[src/design/srvd_cfg.svh]
`ifndef SRVD_CFG_SVH
`define SRVD_CFG_SVH
// register offsets inside the expanded register banks
`define SRVD_OFS_STOP_RECOVERY 8'h0b
`define SRVD_OFS_VOLTAGE_DETECT 8'h0c
// stop recovery config field positions
`define SRVD_SRC_FLAG_BIT 7
`define SRVD_SRC_POL_BIT 6
`define SRVD_SRC_DELAY_BIT 5
`define SRVD_SRC_SEL_HI 4
`define SRVD_SRC_SEL_LO 2
`define SRVD_SRC_DIV_BIT 0
// voltage detect field positions
`define SRVD_VD_HIGH_BIT 2
`define SRVD_VD_LOW_BIT 1
`define SRVD_VD_EN_BIT 0
// reset values
`define SRVD_CFG_RESET 8'h00
// divide ratio of core and timer clocks
`define SRVD_DIV_RATIO 5'd16
`define SRVD_DIV_LAST 4'hf
// settling time after enable
`define SRVD_SETTLE_NS 20000
`define SRVD_CLK_PERIOD_NS 4
`define SRVD_SETTLE_CYCLES ((`SRVD_SETTLE_NS + `SRVD_CLK_PERIOD_NS - 1) / `SRVD_CLK_PERIOD_NS)
`define SRVD_SETTLE_W 13
`endif

[src/design/srvd_pkg.sv]
`default_nettype none
package srvd_pkg;
    typedef enum logic [1:0] {
        SRVD_MON_OFF,
        SRVD_MON_SETTLE,
        SRVD_MON_VALID
    } srvd_mon_state_t;
endpackage : srvd_pkg
`default_nettype wire

[src/design/srvd_stop_recovery_voltage.sv]
`include "srvd_cfg.svh"
`default_nettype none
// Overview of operation
// - recovery config write-only except read-only top
// - top bit set on recovery, cleared by reset
// - bit 6 picks recovery source level polarity
// - bit 5 picks post-recovery reset delay length
// - bits 4..2 select the recovery source
// - bit 0 divides core and timer clocks by 16
// - monitoring runs only while enable bit set
// - flags invalid for 20us after enable
// - bit 2 reads high supply flag
// - bit 1 reads low supply flag
// - low flag while enabled sets request 5
// - request 5 latched until software clear
// - mask decides interrupt versus pollable flag
module srvd_stop_recovery_voltage
    import srvd_pkg::*;
(
    input wire logic core_clk,
    input wire logic rst,
    input wire logic [7:0] reg_addr,
    input wire logic [7:0] reg_wdata,
    input wire logic reg_wr,
    input wire logic reg_rd,
    output logic [7:0] reg_rdata,
    input wire logic stop_recovered,
    input wire logic [7:0] recovery_sources,
    input wire logic supply_above_high,
    input wire logic supply_below_low,
    input wire logic low_supply_request_clear,
    input wire logic interrupt_mask_bit5,
    output logic recovery_trigger,
    output logic recovery_polarity_high,
    output logic recovery_long_delay,
    output logic [2:0] recovery_source_sel,
    output logic clock_div16,
    output logic div_clock_tick,
    output logic supply_monitor_on,
    output logic low_supply_request,
    output logic low_supply_irq
);
    logic [7:0] stop_recovery_config_reg;
    logic [7:0] voltage_detect_ctrl_reg;
    logic [3:0] div_count_reg;
    logic [`SRVD_SETTLE_W-1:0] settle_count_reg;
    srvd_mon_state_t mon_state_reg;
    logic high_supply_flag;
    logic low_supply_flag;
    logic flags_valid;
    logic wr_stop;
    logic wr_vd;
    logic [3:0] div_count_next;
    logic [`SRVD_SETTLE_W-1:0] settle_count_next;
    srvd_mon_state_t mon_state_next;
    logic low_supply_request_next;
    logic [7:0] rdata_next;

    function automatic logic addr_hit(input logic [7:0] a, input logic [7:0] ofs);
        addr_hit = (a == ofs);
    endfunction : addr_hit

    assign wr_stop = reg_wr && addr_hit(reg_addr, `SRVD_OFS_STOP_RECOVERY);
    assign wr_vd = reg_wr && addr_hit(reg_addr, `SRVD_OFS_VOLTAGE_DETECT);

    // ****************************************
    // stop recovery configuration
    // ****************************************
    always_ff @(posedge core_clk) begin
        if (rst) begin
            stop_recovery_config_reg <= `SRVD_CFG_RESET;
        end else begin
            if (wr_stop) begin
                // top bit is not software writable
                stop_recovery_config_reg[6:0] <= reg_wdata[6:0];
            end
            // set only by hardware; only reset clears it
            if (stop_recovered) begin
                stop_recovery_config_reg[`SRVD_SRC_FLAG_BIT] <= 1'b1;
            end
        end
    end

    assign recovery_polarity_high = stop_recovery_config_reg[`SRVD_SRC_POL_BIT];
    assign recovery_long_delay = stop_recovery_config_reg[`SRVD_SRC_DELAY_BIT];
    assign recovery_source_sel = stop_recovery_config_reg[`SRVD_SRC_SEL_HI:`SRVD_SRC_SEL_LO];
    assign clock_div16 = stop_recovery_config_reg[`SRVD_SRC_DIV_BIT];

    // level at the selected source, xnor-ed so the polarity bit picks the level that triggers
    assign recovery_trigger = ~(recovery_sources[recovery_source_sel] ^ recovery_polarity_high);

    // ****************************************
    // clock divider
    // ****************************************
    // a tick enable rather than a derived clock keeps one clock domain
    // counter parks at zero while undivided, so the first divided tick is a full period away
    always_comb begin
        div_count_next = 4'h0;
        if (clock_div16) begin
            div_count_next = div_count_reg + 4'h1;
        end
    end

    always_ff @(posedge core_clk) begin
        if (rst) begin
            div_count_reg <= 4'h0;
        end else begin
            div_count_reg <= div_count_next;
        end
    end

    assign div_clock_tick = clock_div16 ? (div_count_reg == `SRVD_DIV_LAST) : 1'b1;

    // ****************************************
    // voltage detect control
    // ****************************************
    always_ff @(posedge core_clk) begin
        if (rst) begin
            voltage_detect_ctrl_reg <= `SRVD_CFG_RESET;
        end else if (wr_vd) begin
            voltage_detect_ctrl_reg <= {7'h00, reg_wdata[`SRVD_VD_EN_BIT]};
        end
    end

    assign supply_monitor_on = voltage_detect_ctrl_reg[`SRVD_VD_EN_BIT];

    // ****************************************
    // settling window
    // ****************************************
    // disabling restarts the window, so a quick off/on never shows unsettled flags
    always_comb begin
        mon_state_next = mon_state_reg;
        settle_count_next = settle_count_reg;
        if (!supply_monitor_on) begin
            mon_state_next = SRVD_MON_OFF;
            settle_count_next = '0;
        end else begin
            unique case (mon_state_reg)
                SRVD_MON_OFF: begin
                    mon_state_next = SRVD_MON_SETTLE;
                    settle_count_next = '0;
                end
                SRVD_MON_SETTLE: begin
                    settle_count_next = settle_count_reg + `SRVD_SETTLE_W'(1);
                    if (settle_count_reg == `SRVD_SETTLE_W'(`SRVD_SETTLE_CYCLES - 2)) begin
                        mon_state_next = SRVD_MON_VALID;
                    end
                end
                SRVD_MON_VALID: begin
                    mon_state_next = SRVD_MON_VALID;
                end
                default: begin
                    mon_state_next = SRVD_MON_OFF;
                end
            endcase
        end
    end

    always_ff @(posedge core_clk) begin
        if (rst) begin
            mon_state_reg <= SRVD_MON_OFF;
            settle_count_reg <= '0;
        end else begin
            mon_state_reg <= mon_state_next;
            settle_count_reg <= settle_count_next;
        end
    end

    // flags are masked until the comparators have settled
    assign flags_valid = supply_monitor_on && (mon_state_reg == SRVD_MON_VALID);
    assign high_supply_flag = flags_valid && supply_above_high;
    assign low_supply_flag = flags_valid && supply_below_low;

    // ****************************************
    // low supply request
    // ****************************************
    always_comb begin
        low_supply_request_next = low_supply_request;
        if (low_supply_flag) begin
            // a set in the clear cycle wins, so no low event is lost
            low_supply_request_next = 1'b1;
        end else if (low_supply_request_clear) begin
            low_supply_request_next = 1'b0;
        end
    end

    always_ff @(posedge core_clk) begin
        if (rst) begin
            low_supply_request <= 1'b0;
        end else begin
            low_supply_request <= low_supply_request_next;
        end
    end

    assign low_supply_irq = low_supply_request && interrupt_mask_bit5;

    // ****************************************
    // read back
    // ****************************************
    // unmapped or idle cycles return zero
    always_comb begin
        rdata_next = 8'h00;
        if (reg_rd && addr_hit(reg_addr, `SRVD_OFS_STOP_RECOVERY)) begin
            // write-only bits read as zero
            rdata_next = {stop_recovery_config_reg[`SRVD_SRC_FLAG_BIT], 7'h00};
        end else if (reg_rd && addr_hit(reg_addr, `SRVD_OFS_VOLTAGE_DETECT)) begin
            rdata_next = {5'h00, high_supply_flag, low_supply_flag, supply_monitor_on};
        end
    end

    always_ff @(posedge core_clk) begin
        if (rst) begin
            reg_rdata <= 8'h00;
        end else begin
            reg_rdata <= rdata_next;
        end
    end
endmodule : srvd_stop_recovery_voltage
`default_nettype wire

[config.mk]
export PLATFORM = sky130hd
export DESIGN_NAME = srvd_stop_recovery_voltage
export DESIGN_NICKNAME = d
export VERILOG_FILES = /design/src/design/srvd_pkg.sv /design/src/design/srvd_stop_recovery_voltage.sv
export VERILOG_INCLUDE_DIRS = /design/src /design/src/design
export SDC_FILE = /design/constraint.sdc
export NUM_CORES = 1
export LEC_CHECK = 0
export BUFFER_PORTS_ARGS = -buffer_cell sky130_fd_sc_hd__buf_2
export CORE_MARGIN = 4
export CORE_UTILIZATION = 35
export CTS_CLUSTER_SIZE = 20
export DETAILED_ROUTE_END_ITERATION = 16
export PLACE_DENSITY = 0.69
export SKIP_LAST_GASP = 1
export SYNTH_ARGS = -nofsm -noshare
export SYNTH_HDL_FRONTEND = slang
export SYNTH_SLANG_ARGS = --single-unit
export TNS_END_PERCENT = 10
[constraint.sdc]
create_clock -name core_clk -period 2.5 [get_ports core_clk]
set_clock_uncertainty 0.1 [all_clocks]
set_input_delay 0.5 -clock core_clk [delete_from_list [all_inputs] [get_ports core_clk]]
set_output_delay 0.5 -clock core_clk [all_outputs]
set_load 0.05 [all_outputs]
==> results.ini, run 1 <==
[drt]
first_pass_iters = 4
drtAntennaViolNets = 0
drc_errors = 0
vias = 1336
wirelength_um = 3150
drt_iter0_markers = 61
wl_per_cell_um = 11.5
via_per_inst = 4.89

[job]
drv_cap = 0

[critical_path]
r2r-start = settle_count_reg[0]$_SDFFE_PP0P_
regToRegSetupSlack_ps = 790
worstSetupStartpoint = stop_recovery_config_reg[2]$_SDFFE_PP0P_
endpoint = recovery_trigger
required_ps = 1900
r2r-end = settle_count_reg[12]$_SDFFE_PP0P_
worstSetupPathType = reg2out
cp_max_fo = 4
endpoint_kind = output pin
critPathLaunchType = register
arrival_ps = 1780
reg2reg_depth = 5

[placed_design]
dp_hpwl_um = 2460
dp_cells = 265
placed_area_um2 = 1830
portBuffers = 45
gp_congestion = 0.779

[die]
die_w_um = 75.9
die_h_um = 75.9
boundaryPins = 52
die_area_um2 = 5750
core_area_um2 = 4410
start_util = 0.365
rows = 24

[power]
p_per_area_nw_per_um2 = 543
cellLeakagePower_nw = 0.849
vdd_drop_max_v = 0.000316

[global_routing]
grt_max_degree = 14
gr-total-overflow = 0
antenna_found_initial = 0
grt_pass1_vias = 1192
grt.total_usage = 0.115
grt_pass1_wl_um = 4930

[layout]
finalNonFillerCells = 273
design_area_um2 = 1940
areaGrowthSynthToFinish_pct = 20.5
insertedDiodeCount = 0
num-nets-final = 259
drive_above_1_share = 0.299
largest_reg_flops = 13
fill_cells = 434

[clock_tree]
clockBufferDepth = 2
cts_hold_buf = 0
post_cts_resized = 0
cts_tree = built
cts.sinks = 32
cts.clk_slew.worst_paths_ps = 70
numCtsBuffers = 5
cts_htree_levels = 2
insertion_delay_ps = 290
postCtsSetupRepairBufs = 0
cts_root_buf = clkbuf_8

[logic_synthesis]
synthDistinctLibCells = 44
syn_area_per_cell_um2 = 9.21
synth-edff-count = 0
ys_warn_count = 0
synth.largest_area_cell = dfxtp_1
synthFlopType = dfxtp_1
yosysMostFrequentCell = dfxtp_1
ys_seq_elements = 32
netlist_instances = 175
synth-async-reset-ratio = 0
synth_top_area_frac = 0.398
synth_area_um2 = 1610
synth_area_leaders = dfxtp_1 40%, nor2_1 5.4%, mux2i_1 5.0%
yosys-top-cells-count = 32 x dfxtp_1, 23 x nor2_1, 16 x nand3_1, 12 x nand2_1
ys_seq_area_frac = 0.398

[sta]
timing.fmax_ghz = 0.420
hold_viol_final = 0
fin_crit_sh = 0.952
maxSlewViolCount = 0
setup_violations = 0
rsz0062_at_grt = false
fin_crit_ps = 2380
timing.setup.tns_ps = 0

[worst_hold_path]
hp-class = in2reg

[run_status]
status = finished clean

## logic make-up (layout without fill, tap and decap cells)
kind of cell / after synthesis / in the layout / share of synthesized area
buffers and inverters: 18 / 61 / 0.0738
multiplexers: 12 / 12 / 0.0916
XOR/XNOR: 7 / 7 / 0.0380
other: 1 / 4 / 0.00233
adder cells (fa/ha/maj): 6 / 6 / 0.0466
AO/OA/AOI/OAI: 19 / 19 / 0.0831
AND/OR/NAND/NOR: 80 / 80 / 0.267
flip-flops: 32 / 32 / 0.398
## layer usage
layer	track usage	vias up	wire length [µm]
li1	-	686	-
met1	0.129	622	1360
met2	0.184	23	1580
met3	0.0409	5	139
met4	0.0699	0	68
met5	0	-	0
## critical path, stage by stage (launching register included)
cell,delay (ps)
dfxtp_1,410
mux4_2,510
mux2i_1,170
xor2_1,160
clkbuf_4,240
## report_power, final
| part | internal [mW] | leakage, nW | switching [mW] |
|---|---|---|---|
| sequential | 0.511 | 0.258 | 0.000680 |
| clock | 0.295 | 0.0541 | 0.196 |
| combinational | 0.0232 | 0.536 | 0.0287 |
| total | 0.829 | 0.849 | 0.225 |
## stage by stage
stage	hold WS (ps)	power [mW]	utilization	setup WS, ps
after floorplan	318	0.555	-	15.9
after global placement	333	0.574	0.414	268
after detailed placement	339	0.575	0.414	254
after CTS	309	1.07	0.439	63.0
after global routing	341	1.10	0.440	27.9
final	319	1.05	0.440	119
## worst min-delay path by stage
stage                                startpoint  cells past startpoint                                  endpoint  slack [ps]
detailed placement  div_count_reg[0]$_SDFF_PP0_                      1               div_count_reg[0]$_SDFF_PP0_         340
global placement    div_count_reg[0]$_SDFF_PP0_                      1               div_count_reg[0]$_SDFF_PP0_         330
global route                     stop_recovered                      3  stop_recovery_config_reg[7]$_SDFFE_PP0P_         340
finish                           stop_recovered                      3  stop_recovery_config_reg[7]$_SDFFE_PP0P_         320
CTS                              stop_recovered                      3  stop_recovery_config_reg[7]$_SDFFE_PP0P_         310
floorplan           div_count_reg[0]$_SDFF_PP0_                      1               div_count_reg[0]$_SDFF_PP0_         320
## area by class of cell
cell class | instances | area, µm² | area share
clock buffer | 5 | 68.8 | 0.0354
clock inverter | 3 | 42.5 | 0.0219
inverter | 7 | 26.3 | 0.0135
multi-input combinational | 128 | 863 | 0.445
sequential | 32 | 641 | 0.330
tap | 52 | 65.1 | 0.0335
timing repair buffer | 46 | 235 | 0.121
## cell usage in the layout (no fill, tap or decap), types with 3 or more instances in the layout
cell / count
buf_2: 44
dfxtp_1: 32
nor2_1: 23
nand3_1: 16
nand2_1: 12
mux2i_1: 8
a21oi_1: 8
inv_1: 7
ha_1: 6
xor2_1: 5
clkbuf_8: 5
and3_1: 4
conb_1: 4
nand2b_1: 3
o21ai_0: 3
(Power assumes the default switching activity.)
==> run 2: changes to the inputs <==
--- a/config.mk
+++ b/config.mk
@@ -6,12 +6,13 @@
 export SDC_FILE = /design/constraint.sdc
 export NUM_CORES = 1
 export LEC_CHECK = 0
+export ABC_AREA = 1
 export BUFFER_PORTS_ARGS = -buffer_cell sky130_fd_sc_hd__buf_2
 export CORE_MARGIN = 4
 export CORE_UTILIZATION = 35
 export CTS_CLUSTER_SIZE = 20
 export DETAILED_ROUTE_END_ITERATION = 16
-export PLACE_DENSITY = 0.69
+export PLACE_DENSITY = 0.68
 export SKIP_LAST_GASP = 1
 export SYNTH_ARGS = -nofsm -noshare
 export SYNTH_HDL_FRONTEND = slang
==> results.ini, run 2 <==
[drt]
drtAntennaViolNets = 0
vias = 1655
drc_errors = 0
first_pass_iters = 4
wirelength_um = 3680
wl_per_cell_um = 9.94
via_per_inst = 4.47
drt_iter0_markers = 120

[sta]
fin_crit_ps = 2040
rsz0062_at_grt = false
maxSlewViolCount = 0
timing.fmax_ghz = 0.490
finalWorstSetupSlack_ps = 460
timing.setup.tns_ps = 0
setup_violations = 0
fin_crit_sh = 0.816
hold_viol_final = 0

[critical_path]
arrival_ps = 1440
worstSetupPathType = reg2out
required_ps = 1900
critPathLaunchType = register
reg2reg_depth = 8
endpoint_kind = output pin
cp_max_fo = 6

[logic_synthesis]
synth-edff-count = 0
synth_top_family_by_area = simple AND/OR/NAND/NOR gates
synth-async-reset-ratio = 0
synthXorXnorAreaFrac = 0
synth_area_leaders = dfxtp_1 37%, nand2_1 14%, nor2_1 7.9%
netlist_instances = 255
synth_compound_area_frac = 0.0854
ys_seq_elements = 32
muxShareOfSynthArea = 0
ys_seq_area_frac = 0.374
synthFlopType = dfxtp_1
syn_area_per_cell_um2 = 6.72
yosys-top-cells-count = 65 x nand2_1, 36 x nor2_1, 33 x inv_1, 32 x dfxtp_1, 21 x nand3_1
synth_area_um2 = 1710
yosys.area_share.simple = 0.374
ys_warn_count = 0
synth_adder_area_share = 0.0438
synthDistinctLibCells = 28
synth_top_area_frac = 0.374
synth.largest_area_cell = dfxtp_1
yosysMostFrequentCell = nand2_1

[clock_tree]
cts_htree_levels = 2
numCtsBuffers = 5
insertion_delay_ps = 290
cts.sinks = 32
cts_tree = built
postCtsSetupRepairBufs = 0
cts_root_buf = clkbuf_8
cts.clk_slew.worst_paths_ps = 70
clockBufferDepth = 2
post_cts_resized = 0
cts_hold_buf = 0

[run_status]
status = finished clean

[layout]
most-common-layout-cells = 65 x nand2_1, 45 x buf_2, 36 x nor2_1
areaGrowthSynthToFinish_pct = 21.4
final_common_cell = nand2_1
ff_latch_area_um2 = 641
fill_cells = 495
largest_reg_flops = 13
num-nets-final = 341
insertedDiodeCount = 0
multiInputGateArea_um2 = 877
drive_above_1_share = 0.228

[global_routing]
grt_pass1_vias = 1401
gr-total-overflow = 0
grt.total_usage = 0.126
grt_pass1_wl_um = 5950
antenna_found_initial = 0
grt_max_degree = 16

[die]
die_area_um2 = 6080
core_area_um2 = 4720
die_w_um = 78.0
rows = 25
start_util = 0.363
die_h_um = 78.0
boundaryPins = 52

[placed_design]
dp_slack_ps = 686
dp_hpwl_um = 2860
gp_congestion = 0.863
portBuffers = 45

[worst_hold_path]
hold_depth = 3
hp-class = in2reg

[power]
cellLeakagePower_nw = 0.931
p_per_area_nw_per_um2 = 510
vdd_drop_max_v = 0.000346

[job]
drv_cap = 0

==> run 2: cell types whose count changed in the layout (fill, tap and decap cells not counted), moves of 4 or more <==
cell	change
and3_1	-4
inv_2	+4
nor2_1	+13
nand2_1	+53
o21ai_1	+7
xor2_1	-5
nand3_1	+5
mux2i_1	-8
inv_1	+26
a21oi_1	+5
==> run 2: critical path, cell delays in order, from the launching register on <==
cell and delay, ps:
dfxtp_1 410, inv_1 120, nand2_1 80, nand3_1 70, nand3_1 90, nand3_1 80, nand2_1 60, buf_2 250
==> run 2: power breakdown <==
part           internal (mW)  switching, mW
Sequential             0.511       0.000804
Combinational         0.0231         0.0378
Clock                  0.296          0.194
==> run 2: stage by stage <==
| step | utilization | instances | hold slack (ps) | power [mW] | cell area, µm² |
|---|---|---|---|---|---|
| after floorplan | - | 258 | 318 | 0.560 | 1730 |
| after global placement | 0.418 | 362 | 333 | 0.583 | 1970 |
| after detailed placement | 0.418 | 362 | 336 | 0.584 | 1970 |
| after CTS | 0.441 | 370 | 304 | 1.08 | 2080 |
| after global routing | 0.441 | 370 | 322 | 1.11 | 2080 |
| final | 0.441 | 370 | 314 | 1.06 | 2080 |
==> run 2: worst paths after layout <==
kind,startpoint,end,slack [ps]
setup / recovery,stop_recovery_config_reg[2]$_SDFFE_PP0P_,recovery_trigger,460
hold / removal,stop_recovered,stop_recovery_config_reg[7]$_SDFFE_PP0P_,310
setup reg to reg,mon_state_reg[1]$_SDFFE_PP0P_,settle_count_reg[10]$_SDFFE_PP0P_,940
hold reg to reg,div_count_reg[0]$_SDFF_PP0_,div_count_reg[0]$_SDFF_PP0_,350
==> run 2: layout make-up <==
type | count | share of cell area
clock buffer | 6 | 0.0349
clock inverter | 2 | 0.0168
inverter | 37 | 0.0667
multi-input combinational | 180 | 0.422
sequential | 32 | 0.308
tap | 67 | 0.0403
timing repair buffer | 46 | 0.112
==> run 2: kinds of logic after synthesis <==
| logic type | Yosys count |
|---|---|
| and+or+nand+nor | 142 |
| AOI/OAI and AO/OA | 28 |
| buffers and inverters | 46 |
| adders and majority gates | 6 |
| other | 1 |
| DFF | 32 |
==> run 2: metal layers <==
layer  vias to the layer above  wire length (µm)  track usage
met5                         -                 0            0
met4                         0                97       0.0787
met3                         7               278       0.0371
met2                        49              1640        0.207
met1                       717              1660        0.141
li1                        882                 -            -
==> run 3: changes to the inputs <==
--- a/config.mk
+++ b/config.mk
@@ -6,13 +6,13 @@
 export SDC_FILE = /design/constraint.sdc
 export NUM_CORES = 1
 export LEC_CHECK = 0
-export ABC_AREA = 1
+export ABC_AREA = 0
 export BUFFER_PORTS_ARGS = -buffer_cell sky130_fd_sc_hd__buf_2
 export CORE_MARGIN = 4
 export CORE_UTILIZATION = 35
 export CTS_CLUSTER_SIZE = 20
 export DETAILED_ROUTE_END_ITERATION = 16
-export PLACE_DENSITY = 0.68
+export PLACE_DENSITY = 0.69
 export SKIP_LAST_GASP = 1
 export SYNTH_ARGS = -nofsm -noshare
 export SYNTH_HDL_FRONTEND = slang
==> constraint.sdc (replaced) <==
create_clock -name core_clk -period 2 [get_ports core_clk]
set_clock_uncertainty 0.1 [all_clocks]
set_input_delay 0.4 -clock core_clk [delete_from_list [all_inputs] [get_ports core_clk]]
set_output_delay 0.4 -clock core_clk [all_outputs]
set_load 0.05 [all_outputs]
==> results.ini, run 3 (synthesis results as in run 1) <==
[power]
swShare = 0.197
p_seq_frac = 0.463
switchingPower_uw = 271
power_frac_clock = 0.486
cellLeakagePower_nw = 0.876
p_per_area_nw_per_um2 = 686
vdd_drop_max_v = 0.000429
p_int_mw = 1.11
p_comb_frac = 0.052

[die]
core_area_um2 = 4410
rows = 24
die_h_um = 75.9
die_w_um = 75.9
start_util = 0.365
boundaryPins = 52
die_area_um2 = 5750

[drt]
drc_errors = 0
vias = 1328
drtAntennaViolNets = 0
via_per_inst = 4.83
wl_per_cell_um = 11.6
wirelength_um = 3200
first_pass_iters = 4
drt_iter0_markers = 60

[run_status]
violations = setup timing
status = complete, but fails checks

[layout]
areaGrowthSynthToFinish_pct = 24.8
most-common-layout-cells = 44 x buf_2, 31 x dfxtp_1, 23 x nor2_1
drive_above_1_share = 0.318
insertedDiodeCount = 0
fill_cells = 442
ff_latch_area_um2 = 644
largest_reg_flops = 13
num-nets-final = 261
finalNonFillerCells = 275
final_common_cell = buf_2
multiInputGateArea_um2 = 895

[clock_tree]
insertion_delay_ps = 280
cts_hold_buf = 0
postCtsSetupRepairBufs = 0
numCtsBuffers = 5
cts.clk_slew.worst_paths_ps = 70
clockBufferDepth = 2
cts_tree = built
cts_htree_levels = 2
cts.sinks = 32
cts_root_buf = clkbuf_8

[sta]
maxSlewViolCount = 0
fin_crit_sh = 1.12
rsz0062_at_grt = true
finalWorstSetupSlack_ps = -232
fin_crit_ps = 2230
hold_viol_final = 0
timing.fmax_ghz = 0.448
setup_violations = 1
timing.setup.tns_ps = -232

[critical_path]
worstSetupStartpoint = stop_recovery_config_reg[2]$_SDFFE_PP0P_
critPathLaunchType = register
worstSetupPathType = reg2out
reg2reg_depth = 5
regToRegSetupSlack_ps = 310
r2r-end = settle_count_reg[12]$_SDFFE_PP0P_
critical_path.cell_chain = mux4_2 -> mux2i_4 -> xor2_4 -> buf_6
required_ps = 1500
endpoint = recovery_trigger
cpPeakStageDelay_ps = 530
endpoint_kind = output pin
crit_slowest_cell = mux4_2
r2r-start = settle_count_reg[0]$_SDFFE_PP0P_
cp_max_fo = 3
arrival_ps = 1730

[global_routing]
grt.total_usage = 0.117
antenna_found_initial = 0
gr-total-overflow = 0
grt_pass1_vias = 1188
grt_pass1_wl_um = 5090
grt_max_degree = 14

[placed_design]
dp_cells = 267
dp_slack_ps = -144
dp_hpwl_um = 2540
portBuffers = 45
gp_congestion = 0.770

[job]
drv_cap = 0

[worst_hold_path]
hp-class = in2reg

[run 3: critical path: cells and delay by family (launching register included)]
family                 cells  cell delay [ps]
buffers and inverters      1              170
flip-flops                 1              360
XOR/XNOR                   1              160
multiplexers               2              750
[run 3: layout make-up]
type,count,share of cell area
Clock buffer,7,0.0479
Clock inverter,1,0.0149
Inverter,7,0.0131
Multi-Input combinational cell,128,0.445
Sequential cell,32,0.320
Tap cell,52,0.0324
Timing Repair Buffer,48,0.126
[run 3: stage by stage]
stage	area (µm²)	hold slack [ps]	total power, mW	utilization
2_1_floorplan	1650	318	0.698	-
3_3_place_gp	1870	330	0.722	0.425
3_5_place_dp	1870	345	0.724	0.425
4_1_cts	2010	213	1.41	0.455
5_1_grt	2010	238	1.44	0.455
6_report	2010	224	1.38	0.455
[run 3: power groups by stage]
stage / clock (mW) / combinational (mW) / sequential (mW)
final: 0.671 / 0.0713 / 0.638
after global routing: 0.724 / 0.0767 / 0.638
after CTS: 0.696 / 0.0717 / 0.639
after detailed placement: 0 / 0.0702 / 0.654
after global placement: 0 / 0.0681 / 0.654
after floorplan: 0 / 0.0434 / 0.654
[run 3: worst min path at each step]
stage                                 from                                        to  slack, ps  cells after the start
2_1_floorplan  div_count_reg[0]$_SDFF_PP0_               div_count_reg[0]$_SDFF_PP0_        320                      1
3_3_place_gp   div_count_reg[0]$_SDFF_PP0_               div_count_reg[0]$_SDFF_PP0_        330                      1
3_5_place_dp   div_count_reg[0]$_SDFF_PP0_               div_count_reg[0]$_SDFF_PP0_        340                      1
4_1_cts                     stop_recovered  stop_recovery_config_reg[7]$_SDFFE_PP0P_        210                      3
5_1_grt                       reg_wdata[2]  stop_recovery_config_reg[2]$_SDFFE_PP0P_        240                      3
6_report                    stop_recovered  stop_recovery_config_reg[7]$_SDFFE_PP0P_        220                      3
[run 3: timing repair]
item / in CTS / in global routing
setup endpoints to repair: 1 / 1
gates cloned: 0 / 0
resized for setup: 3 / 1
[run 3: per-layer routing]
metal	GRT usage	routed length, µm	up-vias
li1	-	-	695
met2	0.183	1660	23
met4	0.0738	65	0
met3	0.0317	126	4
met5	0	0	-
met1	0.143	1350	606
